$ cat config.mk
export PLATFORM = sky130hd
export DESIGN_NAME = i2c_data_buffer_flags
export DESIGN_NICKNAME = d
export VERILOG_FILES = /design/src/hw/i2c_buf_pkg.sv /design/src/hw/link_event_if.sv /design/src/hw/i2c_data_buffer_flags.sv /design/src/hw/pin_sync.sv /design/src/hw/link_frame_tracker.sv
export SDC_FILE = /design/constraint.sdc
export NUM_CORES = 1
export LEC_CHECK = 0
export BUFFER_PORTS_ARGS = -buffer_cell sky130_fd_sc_hd__buf_2
export CORE_ASPECT_RATIO = 1.25
export CORE_UTILIZATION = 40
export CTS_BUF_LIST = sky130_fd_sc_hd__clkbuf_8
export CTS_CLUSTER_DIAMETER = 100
export CTS_CLUSTER_SIZE = 16
export DETAILED_ROUTE_END_ITERATION = 8
export HOLD_SLACK_MARGIN = 0.15
export PLACE_DENSITY_LB_ADDON = 0.3
export SLEW_MARGIN = 20
export SYNTH_ARGS = -nofsm -noshare
export SYNTH_HDL_FRONTEND = slang
export SYNTH_SLANG_ARGS = --single-unit
$ cat constraint.sdc
create_clock -name CLK -period 2.55 [get_ports CLK]
set_input_delay 0.765 -clock CLK [delete_from_list [all_inputs] [get_ports CLK]]
set_output_delay 0.765 -clock CLK [all_outputs]
set_load 0.02 [all_outputs]
$ cat src/hw/i2c_buf_pkg.sv
// Package: register map, field positions and reset values of the data buffer block
package i2c_buf_pkg;
	localparam int          DATA_W               = 8;
	localparam logic [7:0]  ADDR_DATA_BUFFER     = 8'h00;
	localparam logic [7:0]  ADDR_CONTROL         = 8'h04;
	localparam logic [7:0]  ADDR_STATUS          = 8'h08;
	localparam logic [7:0]  ADDR_IRQ_STATUS      = 8'h0C;
	localparam logic [7:0]  ADDR_IRQ_MASK        = 8'h10;
	localparam logic [7:0]  ADDR_SECOND_ADDRESS  = 8'h14;
	localparam int          CTL_ENABLE_BIT       = 0;
	localparam int          CTL_LSB_FIRST_BIT    = 1;
	localparam int          CTL_SLAVE_BIT        = 2;
	localparam int          CTL_TRANSMIT_BIT     = 3;
	localparam int          CTL_SECOND_SEL_BIT   = 4;
	localparam int          ST_TX_EMPTY_BIT      = 0;
	localparam int          ST_RX_FULL_BIT       = 1;
	localparam int          ST_COMMON_IRQ_BIT    = 2;
	localparam int          ST_SECOND_MATCH_BIT  = 4;
	localparam int          ST_CONT_IRQ_BIT      = 5;
	localparam int          IRQ_FRAME_BIT        = 0;
	localparam int          IRQ_START_BIT        = 1;
	localparam int          IRQ_CONT_BIT         = 2;
	localparam int          IRQ_W                = 3;
	localparam logic [4:0]  CONTROL_RESET        = 5'h00;
	localparam logic [6:0]  SECOND_ADDRESS_RESET = 7'h00;
	localparam logic [1:0]  RESP_OKAY            = 2'h0;
	localparam logic [1:0]  RESP_SLVERR          = 2'h2;
	localparam logic [1:0]  RESP_DECERR          = 2'h3;
endpackage

$ cat src/hw/link_event_if.sv
// Interface: bus events recovered from the link pins, passed to the buffer logic
`timescale 1ns/1ps
`default_nettype none
interface link_event_if;
	logic       frame_done;
	logic       start_seen;
	logic [7:0] frame_byte;
	logic [7:0] load_byte;
	logic       tx_bit;
	modport source (output frame_done, output start_seen, output frame_byte, input load_byte,
	                output tx_bit);
	modport sink   (input frame_done, input start_seen, input frame_byte, output load_byte,
	                input tx_bit);
endinterface
`default_nettype wire

$ cat src/hw/i2c_data_buffer_flags.sv
// Module: data buffer split, automatic transfers and continuous-transfer flags, AXI4-Lite slave
`timescale 1ns/1ps
`default_nettype none
module i2c_data_buffer_flags
	import i2c_buf_pkg::*;
(
	input  wire logic        CLK,
	input  wire logic        SRST,
	input  wire logic [7:0]  S_AXI_AWADDR,
	input  wire logic        S_AXI_AWVALID,
	output logic             S_AXI_AWREADY,
	input  wire logic [31:0] S_AXI_WDATA,
	input  wire logic [3:0]  S_AXI_WSTRB,
	input  wire logic        S_AXI_WVALID,
	output logic             S_AXI_WREADY,
	output logic [1:0]       S_AXI_BRESP,
	output logic             S_AXI_BVALID,
	input  wire logic        S_AXI_BREADY,
	input  wire logic [7:0]  S_AXI_ARADDR,
	input  wire logic        S_AXI_ARVALID,
	output logic             S_AXI_ARREADY,
	output logic [31:0]      S_AXI_RDATA,
	output logic [1:0]       S_AXI_RRESP,
	output logic             S_AXI_RVALID,
	input  wire logic        S_AXI_RREADY,
	input  wire logic        SCL_IN,
	input  wire logic        SDA_IN,
	output logic             SDA_OUT,
	output logic             SDA_OE_N,
	output logic             IRQ
);
	typedef struct packed {
		logic                 aw_held;
		logic [7:0]           aw_addr;
		logic                 w_held;
		logic [31:0]          w_data;
		logic [3:0]           w_strb;
		logic                 bvalid;
		logic [1:0]           bresp;
		logic                 arready;
		logic                 rvalid;
		logic [31:0]          rdata;
		logic [1:0]           rresp;
		logic [4:0]           control;
		logic [6:0]           second_address;
		logic [7:0]           frame_shift_register;
		logic [7:0]           receive_holding_buffer;
		logic [7:0]           transmit_holding_buffer;
		logic                 transmit_buffer_empty;
		logic                 receive_buffer_full;
		logic                 common_irq_flag;
		logic                 continuous_transfer_irq_flag;
		logic                 cont_read_one;
		logic                 second_address_match_flag;
		logic                 match_read_one;
		logic                 first_frame;
		logic [IRQ_W-1:0]     irq_status;
		logic [IRQ_W-1:0]     irq_mask;
		logic                 irq;
		logic                 sda_out;
	} buf_state_type;
	buf_state_type state;
	buf_state_type next_state;
	link_event_if  ev ();
	logic          wr_fire;
	logic          rd_fire;
	logic          enabled;
	logic          slave_mode;
	logic          transmit_mode;
	logic          set_empty;
	logic          set_full;
	logic          set_cont;
	logic          set_match;
	logic [IRQ_W-1:0] irq_events;
	logic [7:0]    wbyte;

	link_frame_tracker u_tracker (
		.CLK      (CLK),
		.SRST     (SRST),
		.scl_in   (SCL_IN),
		.sda_in   (SDA_IN),
		.lsb_first(state.control[CTL_LSB_FIRST_BIT]),
		.ev       (ev)
	);

	assign ev.load_byte = state.frame_shift_register;

	always_comb begin
		enabled = state.control[CTL_ENABLE_BIT];
		slave_mode = state.control[CTL_SLAVE_BIT];
		transmit_mode = state.control[CTL_TRANSMIT_BIT];
		wr_fire = state.aw_held && state.w_held && !state.bvalid;
		rd_fire = state.arready && S_AXI_ARVALID;
		wbyte = state.w_data[7:0];
		set_empty = 1'b0;
		set_full = 1'b0;
		set_match = 1'b0;

		next_state = state;
		// Write address and data are caught independently, in either order
		if (!state.aw_held && S_AXI_AWVALID) begin
			next_state.aw_held = 1'b1;
			next_state.aw_addr = S_AXI_AWADDR;
		end
		if (!state.w_held && S_AXI_WVALID) begin
			next_state.w_held = 1'b1;
			next_state.w_data = S_AXI_WDATA;
			next_state.w_strb = S_AXI_WSTRB;
		end
		if (state.bvalid && S_AXI_BREADY) begin
			next_state.bvalid = 1'b0;
		end
		if (state.rvalid && S_AXI_RREADY) begin
			next_state.rvalid = 1'b0;
			next_state.arready = 1'b1;
		end else if (!state.rvalid) begin
			next_state.arready = 1'b1;
		end
		if (rd_fire) begin
			next_state.arready = 1'b0;
		end

		// Link side: frame end moves data between the three parts of the register
		if (ev.frame_done) begin
			if (transmit_mode) begin
				if (!state.transmit_buffer_empty) begin
					next_state.frame_shift_register = state.transmit_holding_buffer;
					set_empty = 1'b1;
				end
			end else begin
				next_state.frame_shift_register = ev.frame_byte;
				if (!state.receive_buffer_full) begin
					next_state.receive_holding_buffer = ev.frame_byte;
					set_full = 1'b1;
				end
			end
			if (slave_mode && !transmit_mode && state.first_frame
			    && ev.frame_byte[7:1] == state.second_address) begin
				set_match = 1'b1;
			end
			next_state.first_frame = 1'b0;
		end
		if (ev.start_seen) begin
			next_state.first_frame = 1'b1;
		end
		set_cont = (set_empty || set_full)
		           && (!slave_mode || state.second_address_match_flag || set_match);

		// Software writes
		if (wr_fire) begin
			next_state.aw_held = 1'b0;
			next_state.w_held = 1'b0;
			next_state.bvalid = 1'b1;
			next_state.bresp = RESP_OKAY;
			case (state.aw_addr)
				ADDR_DATA_BUFFER: begin
					// Same offset as the second address; select bit decides which one
					if (state.control[CTL_SECOND_SEL_BIT]) begin
						if (state.w_strb[0]) next_state.second_address = wbyte[7:1];
					end else if (!enabled) begin
						next_state.bresp = RESP_SLVERR;
					end else if (state.w_strb[0]) begin
						next_state.transmit_holding_buffer = wbyte;
						next_state.transmit_buffer_empty = 1'b0;
					end
				end
				ADDR_CONTROL: begin
					if (state.w_strb[0]) next_state.control = wbyte[4:0];
				end
				ADDR_STATUS: begin
					// Cont and match flags clear by a zero written after a read that saw one; a zero in the common bit clears common and cont at once
					if (state.w_strb[0] && !wbyte[ST_CONT_IRQ_BIT] && state.cont_read_one) begin
						next_state.continuous_transfer_irq_flag = 1'b0;
					end
					if (state.w_strb[0] && !wbyte[ST_SECOND_MATCH_BIT] && state.match_read_one) begin
						next_state.second_address_match_flag = 1'b0;
					end
					if (state.w_strb[0] && !wbyte[ST_COMMON_IRQ_BIT]) begin
						next_state.common_irq_flag = 1'b0;
						next_state.continuous_transfer_irq_flag = 1'b0;
					end
				end
				ADDR_IRQ_STATUS: begin
					if (state.w_strb[0]) begin
						next_state.irq_status = state.irq_status & ~wbyte[IRQ_W-1:0];
					end
				end
				ADDR_IRQ_MASK: begin
					if (state.w_strb[0]) next_state.irq_mask = wbyte[IRQ_W-1:0];
				end
				default: next_state.bresp = RESP_DECERR;
			endcase
		end

		// Software reads
		if (rd_fire) begin
			next_state.rvalid = 1'b1;
			next_state.rresp = RESP_OKAY;
			next_state.rdata = 32'h0000_0000;
			case (S_AXI_ARADDR)
				ADDR_DATA_BUFFER: begin
					if (state.control[CTL_SECOND_SEL_BIT]) begin
						next_state.rdata[7:0] = {state.second_address, 1'b0};
					end else if (!enabled) begin
						next_state.rresp = RESP_SLVERR;
					end else begin
						next_state.rdata[7:0] = state.receive_holding_buffer;
						next_state.receive_buffer_full = 1'b0;
					end
				end
				ADDR_CONTROL: next_state.rdata[4:0] = state.control;
				ADDR_STATUS: begin
					next_state.rdata[ST_TX_EMPTY_BIT] = state.transmit_buffer_empty;
					next_state.rdata[ST_RX_FULL_BIT] = state.receive_buffer_full;
					next_state.rdata[ST_COMMON_IRQ_BIT] = state.common_irq_flag;
					next_state.rdata[ST_SECOND_MATCH_BIT] = state.second_address_match_flag;
					next_state.rdata[ST_CONT_IRQ_BIT] = state.continuous_transfer_irq_flag;
					next_state.cont_read_one = state.continuous_transfer_irq_flag;
					next_state.match_read_one = state.second_address_match_flag;
				end
				ADDR_IRQ_STATUS: next_state.rdata[IRQ_W-1:0] = state.irq_status;
				ADDR_IRQ_MASK: next_state.rdata[IRQ_W-1:0] = state.irq_mask;
				ADDR_SECOND_ADDRESS: next_state.rdata[6:0] = state.second_address;
				default: next_state.rresp = RESP_DECERR;
			endcase
		end

		// Hardware sets win over software clears in the same cycle
		if (set_empty) next_state.transmit_buffer_empty = 1'b1;
		if (set_full) next_state.receive_buffer_full = 1'b1;
		if (set_cont) begin
			next_state.continuous_transfer_irq_flag = 1'b1;
			next_state.common_irq_flag = 1'b1;
			next_state.cont_read_one = 1'b0;
		end
		if (ev.start_seen) begin
			next_state.second_address_match_flag = 1'b0;
		end
		if (set_match) begin
			next_state.second_address_match_flag = 1'b1;
			next_state.match_read_one = 1'b0;
		end

		irq_events = '0;
		irq_events[IRQ_FRAME_BIT] = ev.frame_done;
		irq_events[IRQ_START_BIT] = ev.start_seen;
		irq_events[IRQ_CONT_BIT] = set_cont;
		next_state.irq_status = next_state.irq_status | irq_events;
		next_state.irq = |(state.irq_status & state.irq_mask);
		// Pin is released outside transmit mode; a low bit pulls the line low
		next_state.sda_out = !transmit_mode || ev.tx_bit;

		if (SRST) begin
			// Data buffers keep their content: they are undefined after reset
			next_state.aw_held = 1'b0;
			next_state.w_held = 1'b0;
			next_state.bvalid = 1'b0;
			next_state.bresp = RESP_OKAY;
			next_state.arready = 1'b0;
			next_state.rvalid = 1'b0;
			next_state.rdata = 32'h0000_0000;
			next_state.rresp = RESP_OKAY;
			next_state.control = CONTROL_RESET;
			next_state.second_address = SECOND_ADDRESS_RESET;
			next_state.transmit_buffer_empty = 1'b1;
			next_state.receive_buffer_full = 1'b0;
			next_state.common_irq_flag = 1'b0;
			next_state.continuous_transfer_irq_flag = 1'b0;
			next_state.cont_read_one = 1'b0;
			next_state.second_address_match_flag = 1'b0;
			next_state.match_read_one = 1'b0;
			next_state.first_frame = 1'b0;
			next_state.irq_status = '0;
			next_state.irq_mask = '0;
			next_state.irq = 1'b0;
			next_state.sda_out = 1'b1;
		end
	end

	always_ff @(posedge CLK) begin
		state <= next_state;
	end

	assign S_AXI_AWREADY = !state.aw_held;
	assign S_AXI_WREADY = !state.w_held;
	assign S_AXI_BVALID = state.bvalid;
	assign S_AXI_BRESP = state.bresp;
	assign S_AXI_ARREADY = state.arready;
	assign S_AXI_RVALID = state.rvalid;
	assign S_AXI_RDATA = state.rdata;
	assign S_AXI_RRESP = state.rresp;
	assign IRQ = state.irq;
	assign SDA_OUT = 1'b0;
	assign SDA_OE_N = state.sda_out;
endmodule
`default_nettype wire

$ cat src/hw/pin_sync.sv
// Module: two flip-flop synchroniser for one pin level
`timescale 1ns/1ps
`default_nettype none
module pin_sync (
	input  wire logic CLK,
	input  wire logic SRST,
	input  wire logic pin,
	output logic      level
);
	typedef struct packed {
		logic first;
		logic second;
	} sync_state_type;
	sync_state_type state;
	sync_state_type next_state;

	always_comb begin
		next_state.first = pin;
		next_state.second = state.first;
		if (SRST) begin
			next_state = '0;
		end
	end

	always_ff @(posedge CLK) begin
		state <= next_state;
	end

	assign level = state.second;
endmodule
`default_nettype wire

$ cat src/hw/link_frame_tracker.sv
// Module: samples the link clock and data, finds start conditions and shifts frames
`timescale 1ns/1ps
`default_nettype none
module link_frame_tracker
	import i2c_buf_pkg::*;
(
	input  wire logic   CLK,
	input  wire logic   SRST,
	input  wire logic   scl_in,
	input  wire logic   sda_in,
	input  wire logic   lsb_first,
	link_event_if.source ev
);
	typedef struct packed {
		logic       scl_d;
		logic       sda_d;
		logic [3:0] count;
		logic [7:0] shifter;
		logic       done;
		logic       start;
		logic [7:0] frame;
		logic       tx_bit;
	} track_state_type;
	track_state_type state;
	track_state_type next_state;
	logic            scl_s;
	logic            sda_s;

	pin_sync u_scl (.CLK(CLK), .SRST(SRST), .pin(scl_in), .level(scl_s));
	pin_sync u_sda (.CLK(CLK), .SRST(SRST), .pin(sda_in), .level(sda_s));

	always_comb begin
		next_state = state;
		next_state.scl_d = scl_s;
		next_state.sda_d = sda_s;
		next_state.done = 1'b0;
		next_state.start = 1'b0;
		// Start: data falls while clock stays high
		if (scl_s && state.scl_d && state.sda_d && !sda_s) begin
			next_state.start = 1'b1;
			next_state.count = 4'h0;
			next_state.tx_bit = 1'b1;
		end else if (scl_s && !state.scl_d) begin
			if (state.count == 4'h8) begin
				// Ninth clock is the acknowledge; the frame closes here
				next_state.count = 4'h0;
				next_state.done = 1'b1;
				next_state.frame = state.shifter;
			end else begin
				next_state.count = state.count + 4'h1;
				next_state.shifter = lsb_first ? {sda_s, state.shifter[7:1]}
				                               : {state.shifter[6:0], sda_s};
			end
		end
		// Next bit goes out after the clock falls, so data never moves while it is high
		if (!scl_s && state.scl_d) begin
			if (state.count == 4'h8) begin
				next_state.tx_bit = 1'b1;
			end else if (lsb_first) begin
				next_state.tx_bit = ev.load_byte[state.count[2:0]];
			end else begin
				next_state.tx_bit = ev.load_byte[3'h7 - state.count[2:0]];
			end
		end
		if (SRST) begin
			next_state = '0;
			next_state.tx_bit = 1'b1;
		end
	end

	always_ff @(posedge CLK) begin
		state <= next_state;
	end

	assign ev.frame_done = state.done;
	assign ev.start_seen = state.start;
	assign ev.frame_byte = state.frame;
	assign ev.tx_bit = state.tx_bit;
endmodule
`default_nettype wire

# After elaboration in Yosys (flattened, before gate mapping)
# Cells that the tools add are included.
# classes
n_addsub	2
n_lt_le_gt_ge	2
n_eq_ne	14
mux	66
bitwise	10
reduce_logical	75
# ops
operator	count
2-to-1 mux 8 bit	5
2-to-1 mux 1 bit	37
2-to-1 mux 35 bit	1
== test 8 x 4 -> 1 bit (second input constant)	4
== test 8 x 5 -> 1 bit (second input constant)	3
AND reduction 3 bit	8
logical AND 1 bit	21
nonzero test 2 bit	10
2-to-1 mux 3 bit	6
one-hot mux 3 bit (6 select lines)	1
== test 8 x 3 -> 1 bit (second input constant)	2
logical NOT 8 bit	2
2-to-1 mux 2 bit	6
nonzero test 3 bit	4
OR reduction 2 bit	6
logical NOT 1 bit	11
< comparator 3 x 4 -> 1 bit (second input constant)	2
one-hot mux 2 bit (2 select lines)	2
AND reduction 4 bit	2
== test 7 bit	1
AND 3 bit	2
binary-select mux 1 bit (select 3 bit)	2
2-to-1 mux 6 bit	1
inverter 1 bit	6
other kinds (17)	24
# word_totals
reg_bits	115
out_inout_bits	44
word_cells	209

# Longest topological paths before layout
# depth
ltp_word	10
mapped_depth	9
ltp_nobuf	7

# Modules after synthesis
# Synthesis repeated with hierarchy kept, for this count alone.
# unflattened
hier_cells	497
area_unflattened_um2	5310.1
# modules_own_cells
mod	n_inst	cells_each	area_each_um2	seq_area_each_um2
i2c_data_buffer_flags	1	365	3930.0	2132.0
link_frame_tracker	1	124	1275.0	500.5
pin_sync	2	4	52.6	40.0

# Worst setup path after synthesis
# No wires, ideal clock.
# synth_path
path_kind	register to register
startpoint	register state[128] (netlist bit)
endpoint	register state[16] (netlist bit) (enable)
setup_ns	0.395
arrival_time_ns	2.255
required_ns	2.155
path_slack_ns	-0.100
path_stages_with_launch	4
n_path_buf	0
period_less_slack_ns	2.650
path_cell_list	edfxtp_1 > or4_1 > or3_1 > nor4_1
# synth_between
elab_chain_len	2
# synth_rtl
element	line	text
from (decl)	i2c_data_buffer_flags.sv:62	buf_state_type state;
from (signal assigned)	i2c_data_buffer_flags.sv:281	state <= next_state;
logical NOT 8 bit	i2c_data_buffer_flags.sv:155	case (state.aw_addr)
AND reduction 5 bit (no source line)	--	
# Every way passes these cells.
# A chain may end at the register's enable or synchronous reset.

# Final worst setup path
# layout_path
startpoint	register state[128] (netlist bit)
endpoint	register state[18] (netlist bit) (enable)
# The elaborated chain is that of the path after synthesis.

==> out/summary.txt <==
Worst EP arrival: 2320 ps
Root Buffer: clkbuf_8
Die ar.: 13070 sq um
CP endpoint kind: flip-flop
Final Slew Violations: 0
Clock power frac: 0.473
critical path class: flip-flop to flip-flop
post-synth top area share: 0.2937
share of cells above drive strength 1: 0.2282
largest net degree at the start of global routing: 39
RR Endpoint: state[18]
total power: 4.181 mW
crit-path max FO: 8
Sw Share: 0.2133
flop-to-flop setup slack: 370 ps
I/O Pins: 105
die width: 102.4 microns
min-delay src: u_tracker.u_scl.state[1]
clock-pin slew on the worst setup and hold paths: 70 ps
Least-Margin Pin Slew: 832.3 ps
Synth Warn #: 0
hold buffers post-CTS: 0
total leakage power: 2.280 nW
Switch Pwr: 0.8916 mW
top post-synthesis cells by area: dfxtp_1 29%, edfxtp_1 24%, mux2i_1 7.1%
CTS Buf Count: 17
Area growth syn-to-layout: 15.92%
skew final: 7.892 ps
sequential share of power: 0.473
Max Cap Viol: 0
fraction of registers with async set/reset: 0
worst reg2reg path depth: 4
Worst Setup Start Kind: flip-flop
CTS tree: built
Final Hold Viols: 0
final instance area: 5848 sq um
vias in the first global route: 3365
antenna viol nets, final: 0
Avg WL per Cell: 14.73 microns
Final Cycle Share: 0.8563
DP Area: 5381 sq um
most common cell after layout, fill and taps aside: dfxtp_1
Hold Path Depth: 1
starting density of the core: 0.4129
GRT Util Overall: 0.1754
post-synthesis register bit count: 115
part of the power in combinational logic: 0.054
worst hold endpoint: u_tracker.u_scl.level
Post-CTS Setup Repair Bufs: 0
Slew headroom: 0.4381
post-synth cell types: 57
setup TNS: 0 ps
n_diodes: 0
Final HPWL DP: 7530 microns
CTS max path bufs: 2
hold slack final: 439.9 ps
most frequent cells in the layout: 74 x dfxtp_1, 62 x nor2_1, 52 x buf_2
H-tree depth: 4
HP Class: flip-flop to flip-flop
WL final: 10350 microns
Synth Flop Type: dfxtp_1
Core Rows: 45
run status: complete, no violations
Iter 0 DRT Violations: 165
DR vias: 3512
Max Freq: 0.4580 GHz
Critical Path RT: 2690 ps
IO Port Bufs: 52
Mapped Avg Cell Area: 10.71 sq um
Pint: 3.289 mW
Clock Latency Late Sink: 430 ps
register area share after synthesis: 0.5377
Final Setup Violations: 0
nets: 589
global-route wire length before repair: 17160 microns
routed vias/inst: 4.996
DR pass1 iterations: 4
clk sinks: 115
DRC: 0
post-CTS sizing: 0
Placer Congestion: 0.8534
Post-Syn Instances: 471
RR Startpoint: state[128]
cell type with the highest aggregate area in the netlist: dfxtp_1
power density cells: 714.9 nW/um^2
CORE AREA: 12220 sq um
RSZ-0062 raised after global routing: false
min cycle time layout: 2184 ps
die height: 127.6 microns
maximum VDD drop: 0.3430 mV
initial antenna violation count: 0
EDFF count, synth: 41
GRT overflow: 0
Cell Area, Synth: 5045 sq um
==> layout make-up <==
type                    count  area [sq um]
fillers                  1144          6370
flip-flops and latches    115          2713
multi-input cells         310          2023
repair buffers             70         395.4
clock buffers              18         247.7
clock inverters            14         219.0
well taps                 164         205.2
inverters                  12         45.04
==> routing by layer <==
| layer | global-route usage | vias to the layer above | share of wire | wire [microns] |
|---|---|---|---|---|
| met5 | 0 | - | 0 | 0 |
| met4 | 0.07647 | 0 | 0.017 | 177 |
| met3 | 0.04869 | 15 | 0.039 | 401 |
| met2 | 0.2922 | 90 | 0.51 | 5290 |
| met1 | 0.2089 | 1659 | 0.43 | 4483 |
| li1 | - | 1748 | - | - |
==> state kept, by name (all words and copies together) (netlist names), 2 cells and up <==
signal,count
ev.load_byte,8
S_AXI_RRESP,2
state,59
S_AXI_RDATA,8
u_tracker.state,14
u_tracker.ev.frame_byte,8
S_AXI_BRESP,2
==> cells by family after synthesis <==
logic type | count (synthesis) | synth area share
other | 1 | 0.0007433
DFF | 115 | 0.5377
AOI/OAI and AO/OA | 71 | 0.09425
muxes | 51 | 0.1116
buffers and inverters | 70 | 0.08036
and+or+nand+nor | 152 | 0.1548
adders and majority gates | 2 | 0.004960
xor gates and xnor gates | 9 | 0.01563
==> per-stage QoR <==
step                  util  setup WS [ps]  instances
finish              0.4786          366.4        703
global route        0.4786          163.0        703
CTS                 0.4786          340.7        703
floorplan                -          209.7        495
detailed placement  0.4405          42.65        671
global placement    0.4405          108.4        671
==> how the worst max path moves through the flow <==
stage	from	to	slack (ps)	depth (start not counted)
6_report	state[128]	state[18]	370	4
4_1_cts	state[128]	state[18]	340	4
5_1_grt	state[133]	state[50]	160	5
2_1_floorplan	state[128]	state[16]	210	3
3_3_place_gp	S_AXI_ARADDR[5]	S_AXI_RDATA[0]	110	7
3_5_place_dp	S_AXI_ARADDR[5]	S_AXI_RDATA[0]	40	7
==> power by group through the flow <==
stage	Combinational [mW]	Sequential (mW)	Clock, mW
2_1_floorplan	0.197	2.01	0
3_3_place_gp	0.222	2.02	0
3_5_place_dp	0.226	2.02	0
4_1_cts	0.227	1.98	2.02
5_1_grt	0.251	1.98	2.10
6_report	0.225	1.98	1.98
==> worst max-delay path, cell delays in order, from the launching register on <==
cell and delay, ps:
edfxtp_1 350, or4_1 590, or3_1 430, nor4_2 290, buf_4 220
==> synth_stat cells, types with 5 or more instances <==
library cell and n:
a211oi_1 13, a21oi_1 20, buf_1 5, buf_4 37
clkbuf_1 13, dfxtp_1 74, edfxtp_1 41, inv_1 12
mux2_2 12, mux2i_1 36, nand2_1 17, nand2b_1 5
nor2_1 62, nor2b_1 12, nor3_1 16, nor4_1 6
o21ai_0 13, or4_1 5, xnor2_1 6
Power figures use the tool's default switching activity.
